### src/inc/clc_map.svh
// register offsets, field positions and reset values of the logic cell
`ifndef CLC_MAP_SVH
`define CLC_MAP_SVH

// ****************************************************************
// register byte offsets
// ****************************************************************
`define CLC_OFS_CTRL 12'h000
`define CLC_OFS_LUT 12'h004
`define CLC_OFS_GLOB 12'h008
`define CLC_OFS_STAT 12'h00C

// ****************************************************************
// control register fields
// ****************************************************************
`define CLC_CTRL_MODE_LSB 0
`define CLC_CTRL_MODE_MSB 1
`define CLC_CTRL_CARRY_SEL 2
`define CLC_CTRL_CASC_EN 3
`define CLC_CTRL_PACKED 4
`define CLC_CTRL_CASC_OR 5
`define CLC_CTRL_ENA_LSB 6
`define CLC_CTRL_ENA_MSB 8
`define CLC_CTRL_CLR_LSB 9
`define CLC_CTRL_CLR_MSB 11
`define CLC_CTRL_WIDTH 12

// ****************************************************************
// global control register fields
// ****************************************************************
`define CLC_GLOB_SRC_LSB 0
`define CLC_GLOB_SRC_MSB 3
`define CLC_GLOB_VAL_LSB 4
`define CLC_GLOB_VAL_MSB 7
`define CLC_NUM_GLOBAL 4

// ****************************************************************
// mode codes in the control register
// ****************************************************************
`define CLC_MODE_NORMAL 2'h0
`define CLC_MODE_ARITH 2'h1
`define CLC_MODE_COUNT 2'h2

// ****************************************************************
// reset values
// ****************************************************************
`define CLC_CTRL_RST 12'h000
`define CLC_LUT_RST 16'h0000
`define CLC_GLOB_RST 8'h00

`endif

### src/inc/clc_pkg.sv
// types shared by the logic cell design
package clc_pkg;

  typedef enum logic [1:0] {
    CLC_NORMAL,
    CLC_ARITH,
    CLC_COUNT
  } clc_mode_t;

  typedef logic [2:0] clc_src_t;

endpackage

### src/logic/clc_cell.sv
// programmable logic cell with lookup table, output register and apb configuration
//
// Decided for this implementation: the APB slave port and the register addresses.
`timescale 1ns/1ps
`include "clc_map.svh"

// How it works
// in normal mode four data inputs, with the carry-in able to stand in for one, address a 16-entry table.
// in normal mode a control bit picks either the carry-in or the third data input as table input.
// the table result is merged with the cascade-in to give the cascade-out for chaining wide functions.
// in normal mode the register may load the fourth data input while the table serves another function.
// in arithmetic mode the low eight table entries form a three-input function of carry-in and two data inputs.
// in arithmetic mode the high eight table entries give the carry-out from the same three signals.
// in arithmetic mode the cascade chain keeps working alongside the carry chain.
// in arithmetic mode both the registered and the unregistered function result are driven out; here comb_out is registered too, like reg_out.
// in counter mode the register has clock enable, count enable, up/down, synchronous clear and load.
// in counter mode count enable comes from the first data input and direction from the second.
// the cluster-wide synchronous clear and load act on the cell register in every mode.
// cells sharing a cluster with a counter are only part of that counter or purely combinational.
// four global control signals, each from a dedicated pin or from software, feed the register controls.
// clear beats load, load beats counting, and a low clock enable holds all three off.
module clc_cell (
  input wire logic mclk,
  input wire logic rstn,
  input wire logic psel,
  input wire logic penable,
  input wire logic pwrite,
  input wire logic [11:0] paddr,
  input wire logic [31:0] pwdata,
  output logic [31:0] prdata,
  output logic pready,
  output logic pslverr,
  input wire logic first_data_input,
  input wire logic second_data_input,
  input wire logic third_data_input,
  input wire logic fourth_data_input,
  input wire logic carry_in,
  input wire logic cascade_in,
  input wire logic cluster_sync_clear,
  input wire logic cluster_sync_load,
  input wire logic [3:0] global_pin,
  output logic comb_out,
  output logic reg_out,
  output logic carry_out,
  output logic cascade_out
);

  // ****************************************************************
  // helpers
  // ****************************************************************
  function automatic logic [1:0] addr_dec(input logic [11:0] a);
    // 0 ctrl, 1 lut, 2 glob, 3 status
    addr_dec = a[3:2];
  endfunction

  function automatic logic addr_ok(input logic [11:0] a);
    addr_ok = (a[11:4] == 8'h00) && (a[1:0] == 2'h0);
  endfunction

  // a source code of 0 means always on / never, 1..4 pick a global line
  function automatic logic src_pick(input clc_pkg::clc_src_t s, input logic [3:0] g,
                                    input logic dflt);
    case (s)
      3'h1: src_pick = g[0];
      3'h2: src_pick = g[1];
      3'h3: src_pick = g[2];
      3'h4: src_pick = g[3];
      default: src_pick = dflt;
    endcase
  endfunction

  // ****************************************************************
  // configuration registers
  // ****************************************************************
  logic [11:0] ctrl_r, ctrl_nxt;
  logic [15:0] lut_r, lut_nxt;
  logic [7:0] glob_r, glob_nxt;
  logic [31:0] prdata_nxt;
  logic pready_nxt, pslverr_nxt;
  logic wr_go;
  logic [31:0] stat_word;

  // access phase always lasts exactly one cycle: pready rises the cycle after setup
  assign wr_go = psel && penable && pready && pwrite;

  always_comb begin
    ctrl_nxt = ctrl_r;
    lut_nxt = lut_r;
    glob_nxt = glob_r;
    prdata_nxt = prdata;
    pready_nxt = psel && !penable;
    pslverr_nxt = psel && !penable && !addr_ok(paddr);
    if (psel && !penable) begin
      prdata_nxt = 32'h0000_0000;
      if (!pwrite && addr_ok(paddr)) begin
        case (addr_dec(paddr))
          2'h0: prdata_nxt = {20'h00000, ctrl_r};
          2'h1: prdata_nxt = {16'h0000, lut_r};
          2'h2: prdata_nxt = {24'h000000, glob_r};
          default: prdata_nxt = stat_word;
        endcase
      end
    end
    if (wr_go && addr_ok(paddr)) begin
      case (addr_dec(paddr))
        2'h0: ctrl_nxt = pwdata[11:0];
        2'h1: lut_nxt = pwdata[15:0];
        2'h2: glob_nxt = pwdata[7:0];
        default: ;
      endcase
    end
  end

  always_ff @(posedge mclk or negedge rstn) begin
    if (!rstn) begin
      ctrl_r <= `CLC_CTRL_RST;
      lut_r <= `CLC_LUT_RST;
      glob_r <= `CLC_GLOB_RST;
      prdata <= 32'h0000_0000;
      pready <= 1'b0;
      pslverr <= 1'b0;
    end else begin
      ctrl_r <= ctrl_nxt;
      lut_r <= lut_nxt;
      glob_r <= glob_nxt;
      prdata <= prdata_nxt;
      pready <= pready_nxt;
      pslverr <= pslverr_nxt;
    end
  end

  // ****************************************************************
  // global control lines
  // ****************************************************************
  logic [3:0] glob_line;

  genvar gi;
  generate
    for (gi = 0; gi < `CLC_NUM_GLOBAL; gi = gi + 1) begin : g_glob
      // software may drive a line instead of its pin, e.g. an internal divider
      assign glob_line[gi] = glob_r[`CLC_GLOB_SRC_LSB + gi] ?
                             glob_r[`CLC_GLOB_VAL_LSB + gi] : global_pin[gi];
    end
  endgenerate

  // ****************************************************************
  // mode decode and table lookup
  // ****************************************************************
  clc_pkg::clc_mode_t mode;
  logic lut_in2;
  logic [3:0] idx4;
  logic [2:0] idx3;
  logic lut_out;
  logic sum_out;
  logic arith_carry;
  logic casc;
  logic ena;
  logic clr_g;

  always_comb begin
    case (ctrl_r[`CLC_CTRL_MODE_MSB:`CLC_CTRL_MODE_LSB])
      `CLC_MODE_ARITH: mode = clc_pkg::CLC_ARITH;
      `CLC_MODE_COUNT: mode = clc_pkg::CLC_COUNT;
      default: mode = clc_pkg::CLC_NORMAL;
    endcase
  end

  assign lut_in2 = ctrl_r[`CLC_CTRL_CARRY_SEL] ? carry_in : third_data_input;
  assign idx4 = {fourth_data_input, lut_in2, second_data_input, first_data_input};
  assign lut_out = lut_r[idx4];
  assign idx3 = {carry_in, second_data_input, first_data_input};
  assign sum_out = lut_r[{1'b0, idx3}];
  assign arith_carry = lut_r[{1'b1, idx3}];

  // cascade merges whichever function the table produces in the current mode
  always_comb begin
    casc = (mode == clc_pkg::CLC_ARITH) ? sum_out : lut_out;
    if (ctrl_r[`CLC_CTRL_CASC_EN]) begin
      casc = ctrl_r[`CLC_CTRL_CASC_OR] ? (casc | cascade_in) : (casc & cascade_in);
    end
  end

  assign ena = src_pick(clc_pkg::clc_src_t'(ctrl_r[`CLC_CTRL_ENA_MSB:`CLC_CTRL_ENA_LSB]),
                        glob_line, 1'b1);
  assign clr_g = src_pick(clc_pkg::clc_src_t'(ctrl_r[`CLC_CTRL_CLR_MSB:`CLC_CTRL_CLR_LSB]),
                          glob_line, 1'b0);

  // ****************************************************************
  // cell register and outputs
  // ****************************************************************
  logic cell_nxt;
  logic comb_nxt;
  logic carry_nxt;
  logic cnt_toggle;

  // chaining outputs are registered, so each hop along a chain costs one cycle
  always_comb begin
    cnt_toggle = first_data_input & carry_in;
    cell_nxt = reg_out;
    comb_nxt = lut_out;
    carry_nxt = 1'b0;
    case (mode)
      clc_pkg::CLC_NORMAL: begin
        comb_nxt = lut_out;
        carry_nxt = 1'b0;
        cell_nxt = ctrl_r[`CLC_CTRL_PACKED] ? fourth_data_input : lut_out;
      end
      clc_pkg::CLC_ARITH: begin
        comb_nxt = sum_out;
        carry_nxt = arith_carry;
        cell_nxt = sum_out;
      end
      clc_pkg::CLC_COUNT: begin
        cell_nxt = reg_out ^ cnt_toggle;
        comb_nxt = reg_out ^ cnt_toggle;
        carry_nxt = carry_in & (second_data_input ? reg_out : ~reg_out);
      end
      default: begin
        cell_nxt = reg_out;
        comb_nxt = lut_out;
        carry_nxt = 1'b0;
      end
    endcase
    if (cluster_sync_load) begin
      cell_nxt = fourth_data_input;
    end
    if (cluster_sync_clear || clr_g) begin
      cell_nxt = 1'b0;
    end
    if (!ena) begin
      cell_nxt = reg_out;
    end
  end

  always_ff @(posedge mclk or negedge rstn) begin
    if (!rstn) begin
      reg_out <= 1'b0;
      comb_out <= 1'b0;
      carry_out <= 1'b0;
      cascade_out <= 1'b0;
    end else begin
      reg_out <= cell_nxt;
      comb_out <= comb_nxt;
      carry_out <= carry_nxt;
      cascade_out <= casc;
    end
  end

  // upper bits read as zero so software may mask the word freely
  assign stat_word = {24'h000000, glob_line, cascade_out, carry_out, comb_out, reg_out};
endmodule // clc_cell

### config.mk
export PLATFORM = sky130hd
export DESIGN_NAME = clc_cell
export DESIGN_NICKNAME = d
export VERILOG_FILES = /design/src/inc/clc_pkg.sv /design/src/logic/clc_cell.sv
export VERILOG_INCLUDE_DIRS = /design/src /design/src/inc
export SDC_FILE = /design/constraint.sdc
export NUM_CORES = 1
export LEC_CHECK = 0
export BUFFER_PORTS_ARGS = -buffer_cell sky130_fd_sc_hd__clkbuf_2
export CAP_MARGIN = 5
export CELL_PAD_IN_SITES_DETAIL_PLACEMENT = 1
export CELL_PAD_IN_SITES_GLOBAL_PLACEMENT = 2
export CORE_UTILIZATION = 35
export DETAILED_ROUTE_END_ITERATION = 16
export PLACE_DENSITY = 0.86
export REMOVE_ABC_BUFFERS = 1
export SLEW_MARGIN = 20
export SYNTH_ARGS = -nofsm -noshare
export SYNTH_HDL_FRONTEND = slang
export SYNTH_SLANG_ARGS = --single-unit
### constraint.sdc
create_clock -name mclk -period 3.8 [get_ports mclk]
set_input_delay 0.38 -clock mclk [delete_from_list [all_inputs] [get_ports mclk]]
set_output_delay 0.38 -clock mclk [all_outputs]
set_load 0.02 [all_outputs]
==> metrics.txt, run 1 <==
CTS clk-pin slew, worst paths=0.07 ns; Int Power=0.00105 W; Power Density=373 nW/µm²; CTS tree=done; P&R area growth vs syn=19.6%; distinct cell type count of the synthesized netlist=42; clk_lat worst skew=0.34 ns; Die ar.=9060 µm²; cells after synthesis=239; clock buffer depth=2; Remaining Overflow, GRT=0; layout cell share with drive strength beyond 1=42.5%; Iter 0 DRT Violations=60; Port Buffer Count=66; die height=95.2 µm; Final nets=372; #FFs+latches synth=58; pin count of the biggest net entering global routing=36; Setup Viol. Count Final=0; dpl hpwl=5650 µm; Largest stage delay, worst path=0.87 ns; top-area cell type share of the netlist area=47.7%; Most used DFF post-synth=dfrtp_1; most frequent cells in the layout=66 x clkbuf_2, 58 x dfrtp_1, 24 x mux2_2, 16 x conb_1, 14 x clkbuf_8; Resized cells post-CTS=0; Max-Cap Viols=0; H-tree depth=3; Sw Share=22.8%; critical setup path kind=in2reg; Final Hold Fails=0; DRT Wirelength=7490 µm; FFs w/ async S/R, synth=100%; worst-path fanout max=16; post-CTS setup buffers=0; Post-Layout Cell Count=418; Placed Cells=403; Root Driver=clkbuf_8; vias per inst=5.17; number of synthesized flops with an enable pin=0; Final Max Slew Viols=0; crit path DAT=2.30 ns; Hold Path Class=in2async; final setup TNS=0 ns; Initial Util=36.6%; status=completed; Synth area leaders=dfrtp_1 48%, mux2_2 8.9%, mux4_2 7.4%; RSZ-0062 raised after global routing=no; Ant. Diodes=0; I/O pin total=99; total CTS buffers=9; hold_buf cts=0; Tmin final=2.08 ns; Routability Congestion=0.862; first-pass detailed-route iteration total=4; first-pass GRT wire length=11,900 µm; Worst path most repeated cell=nor4_4; fmax=481 MHz; Sequential Power Share=45.9%; post-synthesis sequential area ratio=47.7%; fillcell total=921; Critical Path Source Type=input port; chip width=95.2 µm; maximum vdd drop=0.000144 V; row count=33; Worst-Margin Slew=1.02 ns; Worst Clk Skew=0.00640 ns; # DRC=0; detailed-route wire length per cell=17.9 µm; CP endpoint kind=flop; CP Data Required Time=4.02 ns; CP max stage cell=nor4_4; clock group share of total power=46.1%; commonest non-fill, non-tap cell in the layout=clkbuf_2; Syn. warnings=0; Routed Antenna Nets=0; syn avg cell area=12.7 µm²; Final period util=54.7%; synthesized cell area=3040 µm²; Core ar.=8300 µm²; Via Count=2,159; largest area contributor in the netlist=dfrtp_1; Pleak=1.79 nW; Tot GR Track Use=18.3%; antenna violations before repair=0; combinational power share=8.0%; Net Sw Power=0.000310 W; Relative slew margins=31.2%; vias in the first global route=2,273; clock sink count=58; CP Cell Sequence=clkbuf_2 -> nor4_4 -> nand3_4 -> nor4_4 -> mux2_2
[metrics by stage]
| stage | area, µm² | setup slack, ns | hold WS, ns | power, W | utilization, % |
|---|---|---|---|---|---|
| final | 3640 | 1.72 | 0.161 | 0.00135 | 43.8 |
| after global routing | 3640 | 1.58 | 0.221 | 0.00141 | 43.8 |
| after CTS | 3640 | 1.66 | 0.177 | 0.00137 | 43.8 |
| after detailed placement | 3410 | 1.31 | 0.477 | 0.000743 | 41.1 |
| after global placement | 3410 | 1.36 | 0.466 | 0.000740 | 41.1 |
| after floorplan | 2930 | 1.68 | 0.0844 | 0.000679 | - |
[power groups by stage]
| stage | registers [W] | logic (W) | clock network [W] |
|---|---|---|---|
| after floorplan | 0.000636 | 0.0000431 | 0 |
| after global placement | 0.000634 | 0.000107 | 0 |
| after detailed placement | 0.000634 | 0.000110 | 0 |
| after CTS | 0.000622 | 0.000110 | 0.000642 |
| after global routing | 0.000622 | 0.000120 | 0.000669 |
| final | 0.000622 | 0.000108 | 0.000624 |
[critical path: cells and delay by family]
kind,cells,cell delay [ns]
buffers and inverters,1,0.10
multiplexers,1,0.43
AND/OR/NAND/NOR,3,1.38
[flip-flops by register name, summed over array words and instances (netlist names)]
name and count:
pslverr 1, pready 1, ctrl_r 12, comb_out 1
reg_out 1, cascade_out 1, glob_r 8, lut_r 16
prdata 16, carry_out 1
[path summary, 6_finish.rpt]
kind,slack [ns],depth (start not counted),start,end
worst min register to register,0.48,2,prdata[10]$_DFFE_PN0P_,prdata[10]$_DFFE_PN0P_
min in group mclk,0.27,2,pwdata[14],lut_r[14]$_DFFE_PN0P_
worst max-delay path,1.72,5,paddr[5],ctrl_r[8]$_DFFE_PN0P_
max in group asynchronous,2.77,2,rstn,glob_r[7]$_DFFE_PN0P_
worst max register to register,1.76,3,pready$_DFF_PN0_,ctrl_r[8]$_DFFE_PN0P_
worst min-delay path,0.16,1,rstn,pready$_DFF_PN0_
[Yosys cell counts, types with 2 or more instances]
| library cell | n |
|---|---|
| dfrtp_1 | 58 |
| mux2_2 | 24 |
| buf_4 | 17 |
| nand2_1 | 12 |
| nor2_1 | 12 |
| o21ai_0 | 12 |
| a21oi_1 | 11 |
| mux2i_1 | 11 |
| a22o_1 | 10 |
| mux4_2 | 10 |
| mux2_4 | 8 |
| inv_1 | 7 |
| nand2b_1 | 4 |
| clkbuf_1 | 3 |
| nor3b_1 | 3 |
| nor4_4 | 3 |
| a31oi_1 | 2 |
| buf_1 | 2 |
| buf_2 | 2 |
| ha_1 | 2 |
| mux2_1 | 2 |
| nor2b_1 | 2 |
| o31ai_1 | 2 |
| xnor2_1 | 2 |
[area by class of cell]
cell class	count	area (µm²)	share of cell area, %
clock buffer	14	193	5.30
inverter	7	26.3	0.723
sequential	58	1450	39.9
timing repair buffer	69	353	9.70
tap	105	131	3.61
multi-input combinational	164	1450	39.9
clock inverter	1	30.0	0.826
[layer usage]
layer  vias up  GRT usage [%]  part of all wire (%)
met5         -              0                     0
met4         0           7.07                   1.9
met3        15           5.02                   5.3
met2        69           29.6                    48
met1      1085           23.2                    45
li1        990              -                     -
[kinds of logic (layout without fill, tap and decap cells)]
kind of cell,count (synthesis),in the layout,share of synthesized area [%]
multiplexers,55,55,24.6
AO/OA/AOI/OAI,45,45,10.0
adder cells (fa/ha/maj),2,2,0.823
other,1,16,0.123
flip-flops,58,58,47.7
buffers and inverters,32,91,6.38
XOR/XNOR,2,2,0.576
AND/OR/NAND/NOR,44,44,9.75
(Power assumes the default switching activity.)
==> inputs of run 2 (changes only) <==
--- a/config.mk
+++ b/config.mk
@@ -6,13 +6,14 @@
 export SDC_FILE = /design/constraint.sdc
 export NUM_CORES = 1
 export LEC_CHECK = 0
+export ABC_AREA = 1
 export BUFFER_PORTS_ARGS = -buffer_cell sky130_fd_sc_hd__clkbuf_2
 export CAP_MARGIN = 5
 export CELL_PAD_IN_SITES_DETAIL_PLACEMENT = 1
 export CELL_PAD_IN_SITES_GLOBAL_PLACEMENT = 2
-export CORE_UTILIZATION = 35
+export CORE_UTILIZATION = 28
 export DETAILED_ROUTE_END_ITERATION = 16
-export PLACE_DENSITY = 0.86
+export PLACE_DENSITY = 0.81
 export REMOVE_ABC_BUFFERS = 1
 export SLEW_MARGIN = 20
 export SYNTH_ARGS = -nofsm -noshare
==> constraint.sdc (replaced) <==
create_clock -name mclk -period 2.1 [get_ports mclk]
set_input_delay 0.21 -clock mclk [delete_from_list [all_inputs] [get_ports mclk]]
set_output_delay 0.21 -clock mclk [all_outputs]
set_load 0.02 [all_outputs]
==> metrics.txt, run 2 <==
pin count of the biggest net entering global routing=59; cell with the most instances after synthesis=nand2_1; clock sink count=58; Power Density=658 nW/µm²; Initial Util=29.1%; Post-synth top cells=109 x nand2_1, 58 x dfrtp_1, 54 x o21ai_0; Via Count=2,803; Relative slew margins=51.5%; fillcell total=1,317; Worst Clk Skew=0.00906 ns; largest area contributor in the netlist=dfrtp_1; number of synthesized flops with an enable pin=0; Final Hold Fails=0; syn avg cell area=7.85 µm²; worst r2r path cells=8; pre-CTS setup slack=0.445 ns; clock buffer depth=2; P&R area growth vs syn=21.7%; layout cell share with drive strength beyond 1=20.0%; synthesized cell area=3020 µm²; r2r setup slk=0.50 ns; Most used DFF post-synth=dfrtp_1; fmax=627 MHz; most frequent cells in the layout=109 x nand2_1, 66 x clkbuf_2, 58 x dfrtp_1, 54 x o21ai_0, 42 x inv_1; FFs w/ async S/R, synth=100%; Syn. warnings=0; CP max stage cell=o21ai_0; H-tree depth=3; clk_lat worst skew=0.34 ns; Iter 0 DRT Violations=123; Die ar.=11,200 µm²; total CTS buffers=9; antenna violations before repair=0; CP Cell Sequence=o21ai_0 -> o22ai_1 -> nor2_1 -> nand2_1 -> nand2_1 -> nor2_1 -> nand2_1 -> nand2_1; R2R Path End=reg_out$_DFFE_PN0P_; DRT Wirelength=9040 µm; CTS tree=done; Final nets=523; Synth area leaders=dfrtp_1 48%, nand2_1 14%, o21ai_0 8.9%; maximum vdd drop=0.000282 V; top-area cell type share of the netlist area=48.1%; Reg2Reg Launch Point=glob_r[1]$_DFFE_PN0P_; Max-Cap Viols=0; first-pass detailed-route iteration total=4; cells after synthesis=385; final setup TNS=0 ns; Pwr Total=0.00242 W; Core ar.=10,400 µm²; Setup Viol. Count Final=0; Tot GR Track Use=17.3%; vias in the first global route=2,842; Critical Path Source Type=flop; # DRC=0; Resized cells post-CTS=0; crit path DAT=1.82 ns; detailed-route wire length per cell=15.1 µm; post-synthesis sequential area ratio=48.1%; Layout Utilization=35.5%; status=completed; Final Max Slew Viols=0; CP Data Required Time=2.33 ns; row count=37; Root Driver=clkbuf_8; first-pass GRT wire length=14,800 µm; worst-path fanout max=4; I/O pin total=99; hold_buf cts=0; chip width=106 µm; commonest non-fill, non-tap cell in the layout=nand2_1; Largest stage delay, worst path=0.44 ns; critical setup path kind=reg2reg; die height=106 µm; Routed Antenna Nets=0; Largest regs=lut_r (16), prdata (16), ctrl_r (12); Worst-Margin Slew=0.728 ns; post-CTS setup buffers=0; Port Buffer Count=66; dpl hpwl=6880 µm; Routability Congestion=0.866; Final WS setup=0.504 ns; Hold Path Class=in2async; Pleak=1.83 nW; Worst path most repeated cell=nand2_1; vias per inst=4.67; distinct cell type count of the synthesized netlist=27; RSZ-0062 raised after global routing=no; Final period util=76.0%; #FFs+latches synth=58; Tmin final=1.60 ns; Ant. Diodes=0; Remaining Overflow, GRT=0; CTS clk-pin slew, worst paths=0.06 ns; CP endpoint kind=flop
## run 2: cell types whose count changed after synthesis, moves of 11 or more
cell	change
nand2_1	+97
mux2_2	-24
mux2i_1	-11
inv_1	+35
nand3_1	+26
o21ai_0	+42
## run 2: area by class of cell
cell class,instances,area (µm²),share of cell area [%]
inverter,44,165,4.49
multi-input combinational,272,1290,35.0
timing repair buffer,75,398,10.8
clock buffer,13,169,4.59
clock inverter,2,35.0,0.953
tap,136,170,4.63
sequential,58,1450,39.5
## run 2: cell families after synthesis
kind of cell	synth area share (%)
buffers and inverters	11.1
other	0.124
DFF	48.1
and+or+nand+nor	23.3
adders and majority gates	0.828
AOI/OAI and AO/OA	16.6
## run 2: critical path: cells and delay by family (launching register included)
family | cells | cell delay, ns
compound gates | 2 | 0.60
flops | 1 | 0.42
simple gates | 6 | 0.47
## run 2: through the flow
| stage | cells | hold WS (ns) | instance area (µm²) |
|---|---|---|---|
| 2_1_floorplan | 374 | -0.0856 | 2910 |
| 3_3_place_gp | 585 | 0.401 | 3470 |
| 3_5_place_dp | 585 | 0.414 | 3470 |
| 4_1_cts | 600 | 0.0453 | 3680 |
| 5_1_grt | 600 | 0.0784 | 3680 |
| 6_report | 600 | 0.0175 | 3680 |
## run 2: worst max-delay path by stage
stage	start	to	slack, ns	depth (start not counted)
after floorplan	pready$_DFF_PN0_	lut_r[12]$_DFFE_PN0P_	0.53	5
final	glob_r[1]$_DFFE_PN0P_	reg_out$_DFFE_PN0P_	0.50	8
after global routing	glob_r[1]$_DFFE_PN0P_	reg_out$_DFFE_PN0P_	0.26	8
after CTS	glob_r[1]$_DFFE_PN0P_	prdata[5]$_DFFE_PN0P_	0.45	4
after global placement	first_data_input	reg_out$_DFFE_PN0P_	0.51	12
after detailed placement	glob_r[1]$_DFFE_PN0P_	prdata[5]$_DFFE_PN0P_	0.45	4
## run 2: power breakdown
group / switching (W) / leakage, nW / internal, W / total, W
clock: 0.000424 / 0.106 / 0.000637 / 0.00106
combinational: 0.000160 / 0.945 / 0.0000660 / 0.000226
sequential: 0.00000722 / 0.783 / 0.00113 / 0.00113
## run 2: per-layer routing
metal | wire (µm) | vias up | GRT usage [%] | share of wire (%)
met5 | 0 | - | 0 | 0
li1 | - | 1387 | - | -
met2 | 4280 | 73 | 28.7 | 47
met3 | 385 | 11 | 3.15 | 4.3
met4 | 167 | 0 | 7.04 | 1.8
met1 | 4210 | 1332 | 22.1 | 47
